`src/verilog/sync_serial_regs.vh`:
```
/*
 * register offsets, field positions, reset values and rate codes of the
 * clocked serial transmit block.
 * assumes inclusion by bare name from the design file.
 */
`ifndef SYNC_SERIAL_REGS_VH
`define SYNC_SERIAL_REGS_VH

// ****************************************
// byte addresses on the avalon word bus
// ****************************************
`define ADDR_CONTROL 4'h0
`define ADDR_STATUS 4'h4
`define ADDR_RXBUF 4'h8
`define ADDR_TXBUF 4'hC

// ****************************************
// control register fields
// ****************************************
`define CTL_START 7
`define CTL_FSTOP 6
`define CTL_MODE_HI 5
`define CTL_MODE_LO 4
`define CTL_DIR 3
`define CTL_SCK_HI 2
`define CTL_SCK_LO 0
`define CTL_RESET 8'h00

// ****************************************
// status register fields
// ****************************************
`define ST_BUSY 7
`define ST_CNT 6
`define ST_TXE 5
`define ST_RXF 4
`define ST_TRANSMIT_ERROR_FLAG 3
`define ST_RXERR 2

// ****************************************
// codes
// ****************************************
`define MODE_TX 2'h0
`define MODE_RX 2'h1
`define MODE_TXRX 2'h2
`define SCK_EXT 3'h7
`define SCK_SLOWCODE 3'h0

// ****************************************
// rates: clock frequencies in hz, and half periods in core clocks
// ****************************************
`define FS_HZ 32768
`define CORE_HZ 50000000
// fs/2^4 half period: core/(fs/16)/2 rounded down
`define HALF_FS16 16'h2FAF
`define HALF_FC12 16'h0800
`endif

```
`src/verilog/sync_serial_clock_transmit.v`:
```
/*
 * clocked 8-bit synchronous serial interface, transmit path, with an
 * avalon-mm register slave, clock generation/selection and auto wait.
 * assumes core_clk is the fc clock; the timebase divider bit and the
 * low-power mode flag come from elsewhere in the chip as plain inputs.
 */
// The register offsets and register access over Avalon-MM are this design's own decisions.
// Function
// [RULE_01] internal clock: drive generated clock on pin, idle high outside transfers
// [RULE_02] codes 001..110 divide fc by 2^8..2^3; code 000 fc/2^12 or fs/2^4
// [RULE_03] internal clock stops automatically until software refills buffer
// [RULE_04] after wait release clock resumes within one serial clock period
// [RULE_05] code 111 uses the clock pin input as shift clock
// [RULE_06] external clock high and low phases last at least four fc periods
// [RULE_07] transmit changes on falling edge, receive samples on rising edge
// [RULE_08] one bit-order bit for both directions: 0 bit7 first, 1 bit0 first
// [RULE_09] software changes order and clock only while busy flag is 0
// [RULE_10] mode code 00 selects transmit-only operation
// [RULE_11] each transmit buffer write clears the buffer-empty flag; here a write in the cycle the flag sets is dropped and the flag stays set
// [RULE_12] busy flag sets with the next falling clock edge after start
// [RULE_13] byte shifts out one bit per falling edge in chosen order
// [RULE_14] count monitor high from first to eighth falling edge of a byte
// [RULE_15] empty flag sets at rising edge after load; interrupt next falling edge
// [RULE_16] internal clock: start waits until a byte has been written
// [RULE_17] internal clock: load within one period, then output clock
// [RULE_18] external clock: load buffer on first received falling edge
// [RULE_19] internal clock: no next byte parks clock high until buffer write
// [RULE_20] byte written before current finishes follows without a gap
// [RULE_21] external clock: software writes next byte before its shifting begins
// [RULE_22] external shift with empty buffer sets error flag then interrupt
// [RULE_23] mode 01 receive, 10 transmit/receive, 11 reserved
// [RULE_24] error flag cleared only by writing 0, not by stopping
// [RULE_25] forced stop halts, clears start, status and buffers, self-clears
// [RULE_26] external clock synchronised and edge-detected in core domain
`include "sync_serial_regs.vh"

module sync_serial_clock_transmit (
    input wire core_clk,
    input wire rst,
    input wire [3:0] address,
    input wire read,
    input wire write,
    input wire [31:0] writedata,
    output wire [31:0] readdata,
    output wire waitrequest,
    input wire timebase_divider_bit,
    input wire low_power_mode,
    input wire serialClockIn,
    output wire serialClockOut,
    output wire serialClockOe,
    output wire serialDataOut,
    input wire serialDataIn,
    output wire serialInterruptRequest
);

    localparam ST_IDLE = 2'h0;
    localparam ST_SHIFT = 2'h1;
    localparam ST_WAIT = 2'h2;

    // ****************************************
    // registers
    // ****************************************
    reg startBit_ff;
    reg [1:0] transferModeField_ff;
    reg bitOrderControl_ff;
    reg [2:0] clockSelect_ff;
    reg transferInProgress_ff;
    reg clockCountMonitor_ff;
    reg txEmpty_ff;
    reg rxFull_ff;
    reg txError_ff;
    reg [7:0] txBuf_ff;
    reg [7:0] rxBuf_ff;
    reg [7:0] shift_ff;
    reg [3:0] bitCnt_ff;
    reg [1:0] state_ff;
    reg loaded_ff;
    reg pendIrq_ff;
    reg irq_ff;
    reg sckOut_ff;
    reg dataOut_ff;
    reg [15:0] divCnt_ff;
    reg [2:0] sckSync_ff;
    reg ackDone_ff;
    reg [31:0] readdata_ff;

    // ****************************************
    // helpers
    // ****************************************
    function [15:0] halfPeriod;
        input [2:0] code;
        input tbBit;
        begin
            case (code)
                3'h0: halfPeriod = tbBit ? `HALF_FS16 : `HALF_FC12; // [RULE_02]
                3'h1: halfPeriod = 16'h0080;
                3'h2: halfPeriod = 16'h0040;
                3'h3: halfPeriod = 16'h0020;
                3'h4: halfPeriod = 16'h0010;
                3'h5: halfPeriod = 16'h0008;
                3'h6: halfPeriod = 16'h0004;
                default: halfPeriod = 16'h0004;
            endcase
        end
    endfunction

    // next bit to present, msb or lsb first
    function nextBit;
        input [7:0] val;
        input lsbFirst;
        begin
            nextBit = lsbFirst ? val[0] : val[7]; // [RULE_08]
        end
    endfunction

    // advance the shift register by one bit in the chosen order
    function [7:0] shiftOn;
        input [7:0] val;
        input lsbFirst;
        begin
            shiftOn = lsbFirst ? {1'b0, val[7:1]} : {val[6:0], 1'b0}; // [RULE_08]
        end
    endfunction

    wire extClk = (clockSelect_ff == `SCK_EXT);
    // slow modes only run code 000 from fs/16
    wire rateValid = !low_power_mode || (clockSelect_ff == `SCK_SLOWCODE);
    wire tbSel = timebase_divider_bit || low_power_mode;
    wire [15:0] halfLen = halfPeriod(clockSelect_ff, tbSel);
    wire txMode = (transferModeField_ff == `MODE_TX) ||
                  (transferModeField_ff == `MODE_TXRX); // [RULE_10] [RULE_23]
    wire rxMode = (transferModeField_ff == `MODE_RX) ||
                  (transferModeField_ff == `MODE_TXRX); // [RULE_23]

    // ****************************************
    // bus decode
    // ****************************************
    // writes land at the edge that sees waitrequest low, as the master expects
    wire busWr = write && ackDone_ff;
    wire busRd = read && !ackDone_ff;
    wire wrCtl = busWr && (address == `ADDR_CONTROL);
    wire wrSt = busWr && (address == `ADDR_STATUS);
    wire wrTx = busWr && (address == `ADDR_TXBUF);
    wire rdRx = busRd && (address == `ADDR_RXBUF);
    wire forceStop = wrCtl && writedata[`CTL_FSTOP];
    assign waitrequest = (read || write) && !ackDone_ff;
    assign readdata = readdata_ff;

    // ****************************************
    // external clock: three flops, agreement of last two
    // ****************************************
    reg sckLevel_ff;
    wire sckAgree = (sckSync_ff[1] == sckSync_ff[2]);
    wire extFall = extClk && sckAgree && sckLevel_ff && !sckSync_ff[2]; // [RULE_26]
    wire extRise = extClk && sckAgree && !sckLevel_ff && sckSync_ff[2]; // [RULE_26]

    // ****************************************
    // internal clock generator: pulse per half period
    // ****************************************
    wire halfTick = (divCnt_ff >= halfLen - 16'h0001);
    // park at the would-be first falling edge of a byte with nothing to send,
    // so the eighth bit keeps its full low phase before the clock stops
    wire intStall = (bitCnt_ff == 4'h8) && (!startBit_ff || (txMode && txEmpty_ff));
    wire intFall = !extClk && halfTick && sckOut_ff && (state_ff == ST_SHIFT) && !intStall;
    wire intRise = !extClk && halfTick && !sckOut_ff;
    wire fallEdge = extClk ? extFall : intFall; // [RULE_07]
    wire riseEdge = extClk ? extRise : intRise; // [RULE_07]
    wire lastFall = fallEdge && (bitCnt_ff == 4'h7);

    reg [7:0] nxt_shift;
    reg [3:0] nxt_bitCnt;
    reg [1:0] nxt_state;
    always @* begin
        nxt_shift = shift_ff;
        nxt_bitCnt = bitCnt_ff;
        nxt_state = state_ff;
        case (state_ff)
            ST_IDLE: begin
                // internal start needs a written byte [RULE_16] [RULE_17]
                if (startBit_ff && rateValid && (extClk || !txEmpty_ff || !txMode)) begin
                    nxt_state = extClk ? ST_WAIT : ST_SHIFT;
                end
            end
            ST_WAIT: begin
                if (!startBit_ff) begin
                    nxt_state = ST_IDLE;
                end else if (!extClk && (!txEmpty_ff || !txMode)) begin
                    nxt_state = ST_SHIFT; // [RULE_03] [RULE_19]
                end else if (extClk && extFall) begin
                    nxt_state = ST_SHIFT; // [RULE_18]
                end
            end
            ST_SHIFT: begin
                // auto wait: no byte ready, or start cleared, at the byte boundary
                if (!extClk && halfTick && sckOut_ff && intStall) begin
                    nxt_state = ST_WAIT; // [RULE_03] [RULE_19]
                end
            end
            default: nxt_state = ST_IDLE;
        endcase
    end

    // ****************************************
    // shift engine
    // ****************************************
    wire firstFall = fallEdge && (bitCnt_ff == 4'h0 || bitCnt_ff == 4'h8) &&
                     (state_ff == ST_SHIFT || (extClk && state_ff == ST_WAIT));
    wire startByte = firstFall && startBit_ff;
    always @(posedge core_clk) begin
        if (rst || forceStop) begin // [RULE_25]
            state_ff <= ST_IDLE;
            shift_ff <= 8'h00;
            bitCnt_ff <= 4'h0;
            loaded_ff <= 1'b0;
            sckOut_ff <= 1'b1;
            divCnt_ff <= 16'h0000;
            dataOut_ff <= 1'b1;
            transferInProgress_ff <= 1'b0;
            clockCountMonitor_ff <= 1'b0;
            pendIrq_ff <= 1'b0;
            irq_ff <= 1'b0;
            rxBuf_ff <= 8'h00;
            rxFull_ff <= 1'b0;
        end else begin
            state_ff <= nxt_state;
            irq_ff <= 1'b0;
            if (state_ff == ST_SHIFT && !extClk) begin
                divCnt_ff <= halfTick ? 16'h0000 : divCnt_ff + 16'h0001;
                if (intFall || intRise) begin
                    sckOut_ff <= !sckOut_ff; // [RULE_01]
                end
            end else begin
                // resume within one period once the wait clears [RULE_04]
                divCnt_ff <= 16'h0000;
                sckOut_ff <= 1'b1; // [RULE_01] [RULE_19]
            end
            if (startByte) begin
                transferInProgress_ff <= 1'b1; // [RULE_12]
                clockCountMonitor_ff <= 1'b1; // [RULE_14]
                bitCnt_ff <= 4'h1;
                if (txMode && !txEmpty_ff) begin
                    // load buffer and present first bit [RULE_13] [RULE_20]
                    shift_ff <= shiftOn(txBuf_ff, bitOrderControl_ff);
                    dataOut_ff <= nextBit(txBuf_ff, bitOrderControl_ff);
                    loaded_ff <= 1'b1;
                end else if (txMode) begin
                    // underrun: ones keep the line high for the whole byte
                    dataOut_ff <= 1'b1; // [RULE_22]
                    shift_ff <= 8'hFF;
                end
                if (pendIrq_ff) begin
                    irq_ff <= 1'b1; // [RULE_15]
                    pendIrq_ff <= 1'b0;
                end
            end else if (fallEdge && bitCnt_ff != 4'h0 && bitCnt_ff != 4'h8) begin
                dataOut_ff <= nextBit(shift_ff, bitOrderControl_ff); // [RULE_13]
                shift_ff <= shiftOn(shift_ff, bitOrderControl_ff);
                bitCnt_ff <= bitCnt_ff + 4'h1;
                if (lastFall) begin
                    clockCountMonitor_ff <= 1'b0; // [RULE_14]
                end
                if (pendIrq_ff) begin
                    irq_ff <= 1'b1; // [RULE_15]
                    pendIrq_ff <= 1'b0;
                end
            end else if (fallEdge && !startBit_ff && bitCnt_ff == 4'h8) begin
                transferInProgress_ff <= 1'b0;
            end
            if (riseEdge && loaded_ff) begin
                loaded_ff <= 1'b0;
                pendIrq_ff <= 1'b1; // [RULE_15]
            end
            if (state_ff == ST_WAIT && !startBit_ff && !extClk) begin
                transferInProgress_ff <= 1'b0;
                dataOut_ff <= 1'b1;
            end
            if (riseEdge && rxMode && clockCountMonitor_ff) begin
                rxBuf_ff <= bitOrderControl_ff ? {serialDataIn, rxBuf_ff[7:1]}
                                               : {rxBuf_ff[6:0], serialDataIn};
            end
            // a receive buffer read frees it
            if (rdRx) begin
                rxFull_ff <= 1'b0;
            end
            // error flag rises now; the interrupt waits for the next falling edge
            if (startByte && txMode && txEmpty_ff && extClk) begin
                pendIrq_ff <= 1'b1; // [RULE_22]
            end
        end
    end

    // ****************************************
    // control, status and buffers
    // ****************************************
    wire setTxEmpty = riseEdge && loaded_ff;
    wire setTxErr = startByte && txMode && txEmpty_ff && extClk; // [RULE_22]
    always @(posedge core_clk) begin
        if (rst || forceStop) begin // [RULE_25]
            startBit_ff <= 1'b0;
            txEmpty_ff <= 1'b1;
            txError_ff <= 1'b0;
            txBuf_ff <= 8'h00;
        end else begin
            if (wrCtl) begin
                startBit_ff <= writedata[`CTL_START];
            end
            // set wins over a same-cycle write
            if (setTxEmpty) begin
                txEmpty_ff <= 1'b1; // [RULE_15]
            end else if (wrTx) begin
                txEmpty_ff <= 1'b0; // [RULE_11]
            end
            if (wrTx && txEmpty_ff) begin
                txBuf_ff <= writedata[7:0];
            end
            if (setTxErr) begin
                txError_ff <= 1'b1;
            end else if (wrSt && !writedata[`ST_TRANSMIT_ERROR_FLAG]) begin
                txError_ff <= 1'b0; // [RULE_24]
            end
        end
    end

    // mode, order and clock: software keeps them still while busy
    always @(posedge core_clk) begin
        if (rst) begin
            transferModeField_ff <= 2'h0;
            bitOrderControl_ff <= 1'b0;
            clockSelect_ff <= 3'h0;
        end else if (wrCtl) begin // [RULE_09]
            transferModeField_ff <= writedata[`CTL_MODE_HI:`CTL_MODE_LO];
            bitOrderControl_ff <= writedata[`CTL_DIR];
            clockSelect_ff <= writedata[`CTL_SCK_HI:`CTL_SCK_LO]; // [RULE_05]
        end
    end

    always @(posedge core_clk) begin
        if (rst) begin
            sckSync_ff <= 3'h7;
            sckLevel_ff <= 1'b1;
        end else begin
            sckSync_ff <= {sckSync_ff[1:0], serialClockIn}; // [RULE_26]
            if (sckAgree) begin
                sckLevel_ff <= sckSync_ff[2];
            end
        end
    end

    // one-wait answer: every access is acknowledged on its second edge
    always @(posedge core_clk) begin
        if (rst) begin
            ackDone_ff <= 1'b0;
            readdata_ff <= 32'h00000000;
        end else begin
            ackDone_ff <= (read || write) && !ackDone_ff;
            if (busRd) begin
                case (address)
                    `ADDR_CONTROL: readdata_ff <= {24'h000000, startBit_ff, 1'b0,
                        transferModeField_ff, bitOrderControl_ff, clockSelect_ff};
                    `ADDR_STATUS: readdata_ff <= {24'h000000, transferInProgress_ff,
                        clockCountMonitor_ff, txEmpty_ff, rxFull_ff, txError_ff, 3'h0};
                    `ADDR_RXBUF: readdata_ff <= {24'h000000, rxBuf_ff};
                    default: readdata_ff <= 32'h00000000;
                endcase
            end
        end
    end

    assign serialClockOut = sckOut_ff;
    assign serialClockOe = !extClk; // [RULE_01]
    assign serialDataOut = dataOut_ff;
    assign serialInterruptRequest = irq_ff;
endmodule

```
`config.mk`:
```
export PLATFORM = sky130hd
export DESIGN_NAME = sync_serial_clock_transmit
export DESIGN_NICKNAME = d
export VERILOG_FILES = /design/src/verilog/sync_serial_clock_transmit.v
export VERILOG_INCLUDE_DIRS = /design/src /design/src/verilog
export SDC_FILE = /design/constraint.sdc
export NUM_CORES = 1
export LEC_CHECK = 0
export BUFFER_PORTS_ARGS = -buffer_cell sky130_fd_sc_hd__buf_2
export CORE_MARGIN = 2
export CORE_UTILIZATION = 55
export DETAILED_ROUTE_END_ITERATION = 8
export PLACE_DENSITY = 0.84
export SYNTH_ARGS = -nofsm -noshare
export SYNTH_HDL_FRONTEND = slang
export SYNTH_SLANG_ARGS = --single-unit
```
`constraint.sdc`:
```
create_clock -name core_clk -period 9.4 [get_ports core_clk]
set_clock_uncertainty 0.15 [all_clocks]
set_input_delay 0.47 -clock core_clk [delete_from_list [all_inputs] [get_ports core_clk]]
set_output_delay 0.47 -clock core_clk [all_outputs]
set_load 0.005 [all_outputs]
```
==> metrics.md, run 1 <==
| Metric | Value |
|---|---|
| Hold WC Path Type | `input pin to register` |
| Routed Antenna Nets | `0` |
| Yosys warnings | `0` |
| Synth-to-Final Area Change | `9.102%` |
| PwrDens | `152.6 nW/µm²` |
| CTS tree | `yes` |
| RSZ-0062 raised after global routing | `no` |
| Setup Viol. Count Final | `0` |
| GP Congestion | `0.8603` |
| F_max | `246.2 MHz` |
| Core Box Area | `7331 µm²` |
| Placed Area | `4315 µm²` |
| Worst setup SP type | `register` |
| Buffers on Ports | `32` |
| DRC violations left | `0` |
| Setup TNS | `0 ps` |
| First-pass GRT wire length | `15.56 mm` |
| Post-synth cell types | `59` |
| Clock tree buffer depth | `2` |
| Hold WS | `149.6 ps` |
| Initial Util | `57.38%` |
| Max H-tree Level | `3` |
| Final Hold Viols | `0` |
| CP required | `9490 ps` |
| Ports | `81` |
| Vias in the first global route | `3376` |
| Die Width | `91.46 µm` |
| Critical Path End Type | `register` |
| Most area-consuming cells after synthesis | `dfxtp_1 36%, ha_1 5.9%, mux2i_1 5.5%, nor2_1 4.9%, buf_4 4.6%` |
| CTS sink cnt | `75` |
| Die ar. | `8364 µm²` |
| Post-synthesis instance total | `504` |
| Initial antenna violation count | `0` |
| Cell taking the most area after synthesis | `dfxtp_1` |
| Sequential cell area fraction in the yosys report | `35.69%` |
| Post-Syn Area | `4207 µm²` |
| Post-synth top flop | `dfxtp_1` |
| Drt via density | `5.875` |
| Finished Cell Area | `4589 µm²` |
| Hpwl dp | `6.644 mm` |
| Wirelength per Cell | `15.03 µm` |
| Chip Height | `91.46 µm` |
| Fin. max-slew vios | `0` |
| Final std cells w/o fill | `632` |
| Largest net degree at the start of global routing | `24` |
| Commonest non-fill, non-tap cell in the layout | `dfxtp_1` |
| Fin crit period | `4062 ps` |
| Area fraction of the dominant cell type after synthesis | `35.69%` |
| Clock buffer count from CTS | `9` |
| DRT Pass-1 Iters | `5` |
| CTS resizes | `0` |
| Least-Margin Pin Slew | `939.4 ps` |
| All-Layer GR Usage | `22.66%` |
| Routed via count | `3713` |
| Max VDD drop | `0.00009697 V` |
| Number of synthesized register bits | `75` |
| Critical path data arrival time | `4150 ps` |
| Layout cells sized above 1 | `12.76%` |
| Commonest cells after routing, fill and taps aside | `75 x dfxtp_1, 55 x nor2_1, 38 x nand2_1` |
| Grt total ovfl | `0` |
| Outcome | `finished clean` |
| Hold Buf Count CTS | `0` |
| Setup Crit Path Kind | `register to register` |
| Number of synthesized flops with an enable pin | `0` |
| DR iter-0 viols | `357` |
| Final Cycle Share | `43.21%` |
| CTS root buffer | `clkbuf_8` |
| Worst-Skew Late Latency | `350 ps` |
| NumNets Final | `592` |
| Max Cap Viol | `0` |
| Placed insts | `616` |
| ANT cells | `0` |
| Drt total wl | `9.499 mm` |
| # rows | `31` |
| Async set or reset register ratio after synthesis | `0%` |
| Leakage | `1.787 nW` |
| Rel. slew slack | `36.95%` |
| Crit Path Max Fanout | `13` |
| Mean Syn Cell Area | `8.346 µm²` |
| Setup bufs post-CTS | `0` |
| Clk pin slew, worst setup/hold paths | `80 ps` |
==> per-layer routing <==
metal | global-route usage [%] | vias up | share of wire (%)
met5 | 0 | - | 0
met1 | 29.60 | 1735 | 45
met3 | 3.154 | 29 | 5.7
li1 | - | 1807 | -
met4 | 10.48 | 0 | 3.2
met2 | 36.95 | 142 | 46
==> layout make-up <==
class	count	area [µm²]
Clock buffer	10	137.6
Inverter	15	58.81
Clock inverter	6	136.4
Fill cell	607	2741
Tap cell	99	123.9
Sequential cell	75	1501
Timing Repair Buffer	34	175.2
Multi-Input combinational cell	393	2456
==> critical path, stage by stage, from the launching register on <==
cell	delay, ps
dfxtp_1	530
or3_1	260
o21bai_1	200
nand2b_1	140
or2_2	290
ha_1	270
nand2_1	50
o21ai_0	250
a41oi_2	90
o21a_2	310
o21ai_1	760
a21oi_2	280
a211o_1	360
==> worst paths after layout <==
check / from / to / slack [ps] / cells past startpoint
worst max-delay path: clockSelect_ff[1]$_SDFFE_PP0P_ / nxt_shift[7]$_SDFFE_PP0P_ / 5340 / 12
worst min-delay path: serialClockIn / sckSync_ff[0]$_SDFF_PP1_ / 150 / 2
worst max register to register: clockSelect_ff[1]$_SDFFE_PP0P_ / nxt_shift[7]$_SDFFE_PP0P_ / 5340 / 12
worst min register to register: pendIrq_ff$_SDFFE_PP0P_ / serialInterruptRequest$_SDFF_PP0_ / 280 / 2
==> synthesized netlist by cell type, drive strengths merged, types with 3 or more instances <==
master / instances
nand3: 18
ha: 20
mux2i: 23
or3: 7
nand2: 38
dfxtp: 75
and3: 10
a31oi: 4
clkbuf: 12
nand4: 10
nor4: 3
xor2: 5
or2: 5
o21bai: 4
a2111oi: 10
nor2: 55
xnor2: 9
nand2b: 6
buf: 34
o21a: 4
nor3: 21
a22oi: 7
inv: 15
nor2b: 10
mux2: 3
o21ai: 27
a32o: 6
a21oi: 35
==> cell families after synthesis <==
logic type	count (synthesis)	synth area share [%]
other cells	2	0.1785
fa+ha+maj	20	5.949
compound gates	113	18.38
buf+inv	61	8.150
mux	26	6.276
flops	75	35.69
simple gates	193	22.46
xor+xnor	14	2.915
==> flip-flops by register name, indices dropped and copies added (netlist names), 2 cells and up <==
register	count
divCnt_ff	16
nxt_shift	8
readdata	8
rxBuf_ff	8
txBuf_ff	8
bitCnt_ff	4
clockSelect_ff	3
sckSync_ff	3
state_ff	2
transferModeField_ff	2
==> report_power, final <==
part | total, mW | switching (mW) | internal (mW)
registers | 0.324 | 0.00405 | 0.320
logic | 0.0404 | 0.0266 | 0.0138
clock network | 0.336 | 0.125 | 0.211
==> stage by stage <==
step / util, % / power (mW) / setup slack [ps]
floorplan: - / 0.3652 / 6299
global placement: 58.87 / 0.3695 / 5611
detailed placement: 58.87 / 0.3707 / 5586
CTS: 62.60 / 0.7001 / 5446
global route: 62.60 / 0.7182 / 5112
finish: 62.60 / 0.7002 / 5338
No activity file was read; power rests on OpenSTA's default activity.
==> run 2, diff against run 1 <==
--- a/config.mk
+++ b/config.mk
@@ -6,6 +6,7 @@
 export SDC_FILE = /design/constraint.sdc
 export NUM_CORES = 1
 export LEC_CHECK = 0
+export ABC_AREA = 1
 export BUFFER_PORTS_ARGS = -buffer_cell sky130_fd_sc_hd__buf_2
 export CORE_MARGIN = 2
 export CORE_UTILIZATION = 55
==> constraint.sdc (replaced) <==
create_clock -name core_clk -period 4.2 [get_ports core_clk]
set_clock_uncertainty 0.15 [all_clocks]
set_input_delay 0.21 -clock core_clk [delete_from_list [all_inputs] [get_ports core_clk]]
set_output_delay 0.21 -clock core_clk [all_outputs]
set_load 0.005 [all_outputs]
==> metrics.md, run 2 <==
| Metric | Value |
|---|---|
| Routed via count | `4035 (was 3713)` |
| Critical path data arrival time | `3360 ps (was 4150 ps)` |
| CTS sink cnt | `75 (unchanged)` |
| Largest stage delay, worst path | `390 ps (was 760 ps)` |
| F_max | `306.8 MHz (was 246.2 MHz)` |
| Crit path top cell by count | `nand2_1` |
| Placed Area | `4424 µm² (was 4315 µm²)` |
| Max Cap Viol | `0 (unchanged)` |
| Clk pin slew, worst setup/hold paths | `90 ps (was 80 ps)` |
| Crit Path Max Fanout | `18 (was 13)` |
| Placed insts | `743 (was 616)` |
| Setup bufs post-CTS | `0 (unchanged)` |
| Async set or reset register ratio after synthesis | `0% (unchanged)` |
| Top Layer Used | `met4 (unchanged)` |
| Outcome | `finished clean (unchanged)` |
| Most area-consuming cells after synthesis | `dfxtp_1 35%, nand2_1 14%, inv_1 5.9%, a21oi_1 5.8%, ha_1 5.8% (was dfxtp_1 36%, ha_1 5.9%, mux2i_1 5.5%, nor2_1 4.9%, buf_4 4.6%)` |
| Area fraction of the dominant cell type after synthesis | `34.91% (was 35.69%)` |
| Chip Height | `92.43 µm (was 91.46 µm)` |
| Worst Hold Launch | `serialDataIn (was serialClockIn)` |
| Largest net degree at the start of global routing | `34 (was 24)` |
| Hold WS | `14.19 ps (was 149.6 ps)` |
| Vias in the first global route | `3621 (was 3376)` |
| Final Hold Viols | `0 (unchanged)` |
| Final std cells w/o fill | `765 (was 632)` |
| Setup TNS | `0 ps (unchanged)` |
| Ports | `81 (unchanged)` |
| Routed wl met2 | `4.246 mm (was 4.406 mm)` |
| DRT Pass-1 Iters | `5 (unchanged)` |
| Max H-tree Level | `3 (unchanged)` |
| Post-synth top flop | `dfxtp_1 (unchanged)` |
| Cell Chain, Critical Path | `inv_1, o211ai_1, o31ai_1, a21oi_1, nand3_1, ha_1, nand2_1, nor2_1, nand2_1, nand3_1, nand2_1, nand2_2, nand4_2, nand2_4, nand3_2, nand2_1, nand2_1, nor2_1, nor2_1 (was or3_1, o21bai_1, nand2b_1, or2_2, ha_1, nand2_1, o21ai_0, a41oi_2, o21a_2, o21ai_1, a21oi_2, a211o_1)` |
| Core Box Area | `7647 µm² (was 7331 µm²)` |
| Final Power | `1.514 mW (was 0.7002 mW)` |
| Initial Util | `56.23% (was 57.38%)` |
| Post-Syn Area | `4300 µm² (was 4207 µm²)` |
| Reg2reg end | `nxt_shift[3]$_SDFFE_PP0P_ (was nxt_shift[7]$_SDFFE_PP0P_)` |
| Max FFs per register | `16 (unchanged)` |
| Fin. max-slew vios | `0 (unchanged)` |
| Drt total wl | `9.151 mm (was 9.499 mm)` |
| P_int | `1.203 mW (was 0.5449 mW)` |
| WL met1 | `4.211 mm (was 4.249 mm)` |
| Routed Antenna Nets | `0 (unchanged)` |
| First-pass GRT wire length | `15.72 mm (was 15.56 mm)` |
| # rows | `32 (was 31)` |
| CTS tree | `yes (unchanged)` |
| Cell with the most instances after synthesis | `nand2_1 (was dfxtp_1)` |
| Grt total ovfl | `0 (unchanged)` |
| Max VDD drop | `0.0001969 V (was 0.00009697 V)` |
| Worst setup SP type | `register (unchanged)` |
| CTS root buffer | `clkbuf_8 (unchanged)` |
| Final Cycle Share | `77.61% (was 43.21%)` |
| Rel. slew slack | `58.00% (was 36.95%)` |
| Filler cells | `707 (was 607)` |
| WHS Endpoint | `rxBuf_ff[7]$_SDFFE_PP0P_ (was sckSync_ff[0]$_SDFF_PP1_)` |
| Initial antenna violation count | `0 (unchanged)` |
| Most frequent cells after synthesis | `162 x nand2_1, 75 x dfxtp_1, 68 x inv_1 (was 75 x dfxtp_1, 55 x nor2_1, 38 x nand2_1)` |
| Clock tree buffer depth | `2 (unchanged)` |
| R2R cell count | `19 (was 12)` |
| Sequential cell area fraction in the yosys report | `34.91% (was 35.69%)` |
| Buffers on Ports | `32 (unchanged)` |
| Slowest cell on the critical path | `dfxtp_1 (was o21ai_1)` |
| Logic gate share of total power | `4.3% (was 5.8%)` |
| Worst path bufs/invs | `1 (was 0)` |
| Setup Crit Path Kind | `register to register (unchanged)` |
| Sequential share of power | `47.3% (was 46.3%)` |
| Number of synthesized flops with an enable pin | `0 (unchanged)` |
| Drt via density | `5.275 (was 5.875)` |
| DR iter-0 viols | `238 (was 357)` |
| Leakage | `2.129 nW (was 1.787 nW)` |
| Yosys warnings | `0 (unchanged)` |
| CP required | `4300 ps (was 9490 ps)` |
| Clock buffer count from CTS | `9 (unchanged)` |
| Die ar. | `8542 µm² (was 8364 µm²)` |
| Hpwl dp | `6.779 mm (was 6.644 mm)` |
| Flop2flop setup slack | `940 ps (was 5340 ps)` |
| PwrDens | `318.2 nW/µm² (was 152.6 nW/µm²)` |
| Wirelength per Cell | `11.96 µm (was 15.03 µm)` |
| Setup Viol. Count Final | `0 (unchanged)` |
| Critical Path End Type | `register (unchanged)` |
| Post-synth cell types | `43 (was 59)` |
| Critical path's top delay family | `simple AND/OR/NAND/NOR gates (was compound AO/OA/AOI/OAI gates)` |
| Register with the most flip-flops | `divCnt_ff (unchanged)` |
| Worst hold stages | `3 (was 2)` |
| DR WL met3 | `507 µm (was 540 µm)` |
| Worst r2r src | `clockSelect_ff[2]$_SDFFE_PP0P_ (was clockSelect_ff[1]$_SDFFE_PP0P_)` |
| Commonest cells after routing, fill and taps aside | `162 x nand2_1, 75 x dfxtp_1, 68 x inv_1 (was 75 x dfxtp_1, 55 x nor2_1, 38 x nand2_1)` |
| DRC violations left | `0 (unchanged)` |
| Synth-to-Final Area Change | `10.62% (was 9.102%)` |
| Number of synthesized register bits | `75 (unchanged)` |
| Psw | `0.3106 mW (was 0.1553 mW)` |
| Post-synthesis instance total | `625 (was 504)` |
| Least-Margin Pin Slew | `628.6 ps (was 939.4 ps)` |
| Mean Syn Cell Area | `6.881 µm² (was 8.346 µm²)` |
| All-Layer GR Usage | `22.44% (was 22.66%)` |
| Commonest non-fill, non-tap cell in the layout | `nand2_1 (was dfxtp_1)` |
| Layout cells sized above 1 | `11.92% (was 12.76%)` |
| Worst-Skew Late Latency | `350 ps (about the same)` |
| Switching share of power | `20.52% (was 22.18%)` |
| Hold WC Path Type | `input pin to register (unchanged)` |
| Die Width | `92.43 µm (was 91.46 µm)` |
| Fin crit period | `3260 ps (was 4062 ps)` |
| ANT cells | `0 (unchanged)` |
| Cell taking the most area after synthesis | `dfxtp_1 (unchanged)` |
| RSZ-0062 raised after global routing | `no (unchanged)` |
| GP Congestion | `0.8426 (was 0.8603)` |
| Finished Cell Area | `4757 µm² (was 4589 µm²)` |
| Clk pwr share | `48.4% (was 47.9%)` |
| NumNets Final | `723 (was 592)` |
==> run 2: cell types whose count changed after synthesis, sizes merged, moves of 13 or more <==
cell / delta
a21oi: +18
nand2: +128
mux2i: -23
inv: +61
o21ai: +13
==> run 2: cells by family after synthesis <==
group | count (synthesis) | share of synthesized area (%)
buffers and inverters | 119 | 12.89
AO/OA/AOI/OAI | 118 | 15.62
adder cells (fa/ha/maj) | 20 | 5.819
AND/OR/NAND/NOR | 287 | 29.76
XOR/XNOR | 4 | 0.8148
flip-flops | 75 | 34.91
other | 2 | 0.1746
==> run 2: worst max-delay path by stage <==
stage | from | to | slack (ps) | cells after the start
6_report | clockSelect_ff[2]$_SDFFE_PP0P_ | nxt_shift[3]$_SDFFE_PP0P_ | 940 | 19
4_1_cts | clockSelect_ff[2]$_SDFFE_PP0P_ | nxt_shift[3]$_SDFFE_PP0P_ | 950 | 19
5_1_grt | clockSelect_ff[2]$_SDFFE_PP0P_ | nxt_shift[1]$_SDFFE_PP0P_ | 480 | 19
3_3_place_gp | clockSelect_ff[2]$_SDFFE_PP0P_ | nxt_shift[3]$_SDFFE_PP0P_ | 1090 | 19
2_1_floorplan | clockSelect_ff[2]$_SDFFE_PP0P_ | nxt_shift[0]$_SDFFE_PP0P_ | 1530 | 20
3_5_place_dp | clockSelect_ff[2]$_SDFFE_PP0P_ | nxt_shift[3]$_SDFFE_PP0P_ | 980 | 19
==> run 2: final cells by class <==
type	count	area [µm²]	share of cell area, %
clock inverter	5	125.1	2.630
inverter	77	289.0	6.076
sequential	75	1501	31.56
tap	102	127.6	2.683
clock buffer	10	137.6	2.893
timing repair buffer	40	237.7	4.997
multi-input combinational	456	2338	49.16
==> run 2: metrics by stage <==
stage          setup slack [ps]  util (%)
6_report                  940.4     62.21
5_1_grt                   483.8     62.21
4_1_cts                   949.9     62.21
3_5_place_dp              977.1     57.85
3_3_place_gp               1090     57.85
2_1_floorplan              1528         -
==> run 2: power by group through the flow <==
stage                     clock [mW]  sequential [mW]  combinational, mW
after global routing           0.762            0.717             0.0738
after floorplan                    0            0.732             0.0526
after global placement             0            0.733             0.0570
final                          0.732            0.716             0.0650
after CTS                      0.738            0.716             0.0640
after detailed placement           0            0.733             0.0589
==> run 2: what timing repair did <==
item,in CTS,in global routing
endpoints found under the setup margin,0,0
resized for setup,0,0
hold buffers,7,0
endpoints found under the hold margin,7,0
==> run 2: routing by layer <==
layer / vias to the layer above / track usage (%)
met5: - / 0
met4: 0 / 8.209
met3: 16 / 2.929
met2: 124 / 38.50
met1: 1840 / 28.82
li1: 2055 / -
==> run 2: worst min-delay path: stages <==
cell and delay, ps:
buf_2 110, nand2_1 60, a31oi_1 80
==> run 3, diff against run 2 <==
--- a/config.mk
+++ b/config.mk
@@ -6,7 +6,7 @@
 export SDC_FILE = /design/constraint.sdc
 export NUM_CORES = 1
 export LEC_CHECK = 0
-export ABC_AREA = 1
+export ABC_AREA = 0
 export BUFFER_PORTS_ARGS = -buffer_cell sky130_fd_sc_hd__buf_2
 export CORE_MARGIN = 2
 export CORE_UTILIZATION = 55
==> constraint.sdc (replaced) <==
create_clock -name core_clk -period 3.35 [get_ports core_clk]
set_clock_uncertainty 0.15 [all_clocks]
set_input_delay 0.1675 -clock core_clk [delete_from_list [all_inputs] [get_ports core_clk]]
set_output_delay 0.1675 -clock core_clk [all_outputs]
set_load 0.005 [all_outputs]
==> metrics.md, run 3 (synthesis results as in run 1) <==
| Metric | Value |
|---|---|
| Final Hold Viols | `0 (unchanged)` |
| Rel. slew slack | `41.53% (was 58.00%)` |
| R2R cell count | `14 (was 19)` |
| First-pass GRT wire length | `16.65 mm (was 15.72 mm)` |
| Worst-Skew Late Latency | `360 ps (was 350 ps)` |
| Core Box Area | `7331 µm² (was 7647 µm²)` |
| Ports | `81 (unchanged)` |
| Leakage | `1.846 nW (was 2.129 nW)` |
| Routed via count | `3796 (was 4035)` |
| DRC violations left | `0 (unchanged)` |
| Worst hold stages | `3 (unchanged)` |
| Reg2reg end | `nxt_shift[4]$_SDFFE_PP0P_ (was nxt_shift[3]$_SDFFE_PP0P_)` |
| DRT Pass-1 Iters | `5 (unchanged)` |
| WHS Endpoint | `rxBuf_ff[7]$_SDFFE_PP0P_ (unchanged)` |
| PwrDens | `357.7 nW/µm² (was 318.2 nW/µm²)` |
| Critical path's top delay family | `compound AO/OA/AOI/OAI gates (was simple AND/OR/NAND/NOR gates)` |
| Buffers on Ports | `32 (unchanged)` |
| Final Power | `1.677 mW (was 1.514 mW)` |
| Layout cells sized above 1 | `14.44% (was 11.92%)` |
| Largest stage delay, worst path | `330 ps (was 390 ps)` |
| Worst Hold Launch | `serialDataIn (unchanged)` |
| CTS root buffer | `clkbuf_8 (unchanged)` |
| CP required | `3450 ps (was 4300 ps)` |
| Max VDD drop | `0.0002398 V (was 0.0001969 V)` |
| CTS tree | `yes (unchanged)` |
| Critical Path End Type | `register (unchanged)` |
| Register with the most flip-flops | `divCnt_ff (unchanged)` |
| DR iter-0 viols | `197 (was 238)` |
| Fin crit period | `3224 ps (was 3260 ps)` |
| Setup TNS | `0 ps (unchanged)` |
| Setup bufs post-CTS | `0 (unchanged)` |
| Hold WC Path Type | `input pin to register (unchanged)` |
| GP Congestion | `0.8488 (was 0.8426)` |
| Clk pin slew, worst setup/hold paths | `80 ps (was 90 ps)` |
| RSZ-0062 raised after global routing | `yes (was no)` |
| Chip Height | `91.46 µm (was 92.43 µm)` |
| Filler cells | `627 (was 707)` |
| Max FFs per register | `16 (unchanged)` |
| Outcome | `finished clean (unchanged)` |
| Synth-to-Final Area Change | `11.45% (was 10.62%)` |
| Pre-CTS WS | `150.8 ps (was 977.1 ps)` |
| Initial antenna violation count | `0 (unchanged)` |
| Hold WS | `34.12 ps (was 14.19 ps)` |
| Max Cap Viol | `0 (unchanged)` |
| Wirelength per Cell | `15.06 µm (was 11.96 µm)` |
| Drt total wl | `9.836 mm (was 9.151 mm)` |
| Commonest cells after routing, fill and taps aside | `75 x dfxtp_1, 55 x nor2_1, 38 x nand2_1 (was 162 x nand2_1, 75 x dfxtp_1, 68 x inv_1)` |
| Worst r2r src | `clockSelect_ff[0]$_SDFFE_PP0P_ (was clockSelect_ff[2]$_SDFFE_PP0P_)` |
| Largest net degree at the start of global routing | `27 (was 34)` |
| Global Route met3 Usage | `3.734% (was 2.929%)` |
| Clock buffer count from CTS | `9 (unchanged)` |
| Cell Chain, Critical Path | `or3_1, o21bai_1, nand2b_1, or2_2, ha_1, nand2_1, o21ai_0, a41oi_2, o21a_2, buf_4, o21ai_1, buf_4, nand4_1, a32o_1 (was inv_1, o211ai_1, o31ai_1, a21oi_1, nand3_1, ha_1, nand2_1, nor2_1, nand2_1, nand3_1, nand2_1, nand2_2, nand4_2, nand2_4, nand3_2, nand2_1, nand2_1, nor2_1, nor2_1)` |
| Worst path bufs/invs | `2 (was 1)` |
| # rows | `31 (was 32)` |
| ANT cells | `0 (unchanged)` |
| Worst setup SP type | `register (unchanged)` |
| Die Width | `91.46 µm (was 92.43 µm)` |
| Setup ws final | `125.5 ps (was 940.4 ps)` |
| Placed insts | `627 (was 743)` |
| CTS sink cnt | `75 (unchanged)` |
| Post-route core utilization | `63.95% (was 62.21%)` |
| Crit Path Max Fanout | `8 (was 18)` |
| F_max | `310.1 MHz (was 306.8 MHz)` |
| Clock tree buffer depth | `2 (unchanged)` |
| Least-Margin Pin Slew | `875.8 ps (was 628.6 ps)` |
| Critical path data arrival time | `3330 ps (was 3360 ps)` |
| NumNets Final | `613 (was 723)` |
| Crit path top cell by count | `buf_4 (was nand2_1)` |
| Initial Util | `57.38% (was 56.23%)` |
| Commonest non-fill, non-tap cell in the layout | `dfxtp_1 (was nand2_1)` |
| Final Cycle Share | `96.25% (was 77.61%)` |
| Flop2flop setup slack | `130 ps (was 940 ps)` |
| Grt total ovfl | `0 (unchanged)` |
| Finished Cell Area | `4688 µm² (was 4757 µm²)` |
| Max H-tree Level | `3 (unchanged)` |
| Slowest cell on the critical path | `dfxtp_1 (unchanged)` |
| Die ar. | `8364 µm² (was 8542 µm²)` |
| Hpwl dp | `6.967 mm (was 6.779 mm)` |
| Setup Crit Path Kind | `register to register (unchanged)` |
| Vias in the first global route | `3580 (was 3621)` |
| Most Crowded Layer GR | `met2 (unchanged)` |
| All-Layer GR Usage | `24.31% (was 22.44%)` |
| Routed Antenna Nets | `0 (unchanged)` |
| Final std cells w/o fill | `653 (was 765)` |
| M2 GR Usage | `38.66% (was 38.50%)` |
| Met1 GRT Util | `30.89% (was 28.82%)` |
| Fin. max-slew vios | `0 (unchanged)` |
| Drt via density | `5.813 (was 5.275)` |
| Placed Area | `4398 µm² (was 4424 µm²)` |
| Setup Viol. Count Final | `0 (unchanged)` |
[run 3: cell types whose count changed in the layout (fill, tap and decap cells not counted), sizes merged, moves of 9 or more]
| cell | delta |
|---|---|
| nand2 | -128 |
| inv | -60 |
| mux2i | +23 |
| a21oi | -18 |
| o21ai | -13 |
| buf | +12 |
| a2111oi | +10 |
| nor2b | +10 |
| o211ai | -10 |
| nor3 | +9 |
[run 3: cell type report]
type	instances	area (µm²)	share of cell area (%)
inverters	15	58.81	1.254
flip-flops and latches	75	1501	32.03
well taps	99	123.9	2.642
multi-input cells	393	2469	52.66
clock buffers	10	137.6	2.936
clock inverters	6	40.04	0.8540
repair buffers	55	357.8	7.633
[run 3: power breakdown]
group,switching [mW],internal [mW]
registers,0.0111,0.898
logic,0.0789,0.0481
clock network,0.352,0.289
[run 3: worst max path at each step]
stage	start	to	cells after the start
floorplan	clockSelect_ff[1]$_SDFFE_PP0P_	nxt_shift[3]$_SDFFE_PP0P_	14
global placement	clockSelect_ff[1]$_SDFFE_PP0P_	clockCountMonitor_ff$_SDFFE_PP0P_	13
detailed placement	clockSelect_ff[0]$_SDFFE_PP0P_	clockCountMonitor_ff$_SDFFE_PP0P_	13
CTS	clockSelect_ff[0]$_SDFFE_PP0P_	clockCountMonitor_ff$_SDFFE_PP0P_	13
global route	clockSelect_ff[1]$_SDFFE_PP0P_	rxBuf_ff[7]$_SDFFE_PP0P_	13
finish	clockSelect_ff[0]$_SDFFE_PP0P_	nxt_shift[4]$_SDFFE_PP0P_	14
[run 3: per-layer routing]
metal | part of all wire [%] | vias to the layer above
met5 | 0 | -
met4 | 3.6 | 0
met3 | 5.1 | 32
met2 | 47 | 127
met1 | 44 | 1788
li1 | - | 1849
[run 3: worst register-to-register path: stages, from the launching register on]
cell	delay (ps)
dfxtp_1	330
or3_1	150
o21bai_1	160
nand2b_1	120
or2_2	290
ha_1	270
nand2_1	60
o21ai_0	220
a41oi_2	80
o21a_2	240
buf_4	160
o21ai_1	280
buf_4	220
nand4_1	100
a32o_1	300
[run 3: timing repair]
action | CTS | global route
endpoints found under the hold margin | 16 | 0
hold buffers | 10 | 0
endpoints found under the setup margin | 0 | 22
gates resized for setup | 0 | 6
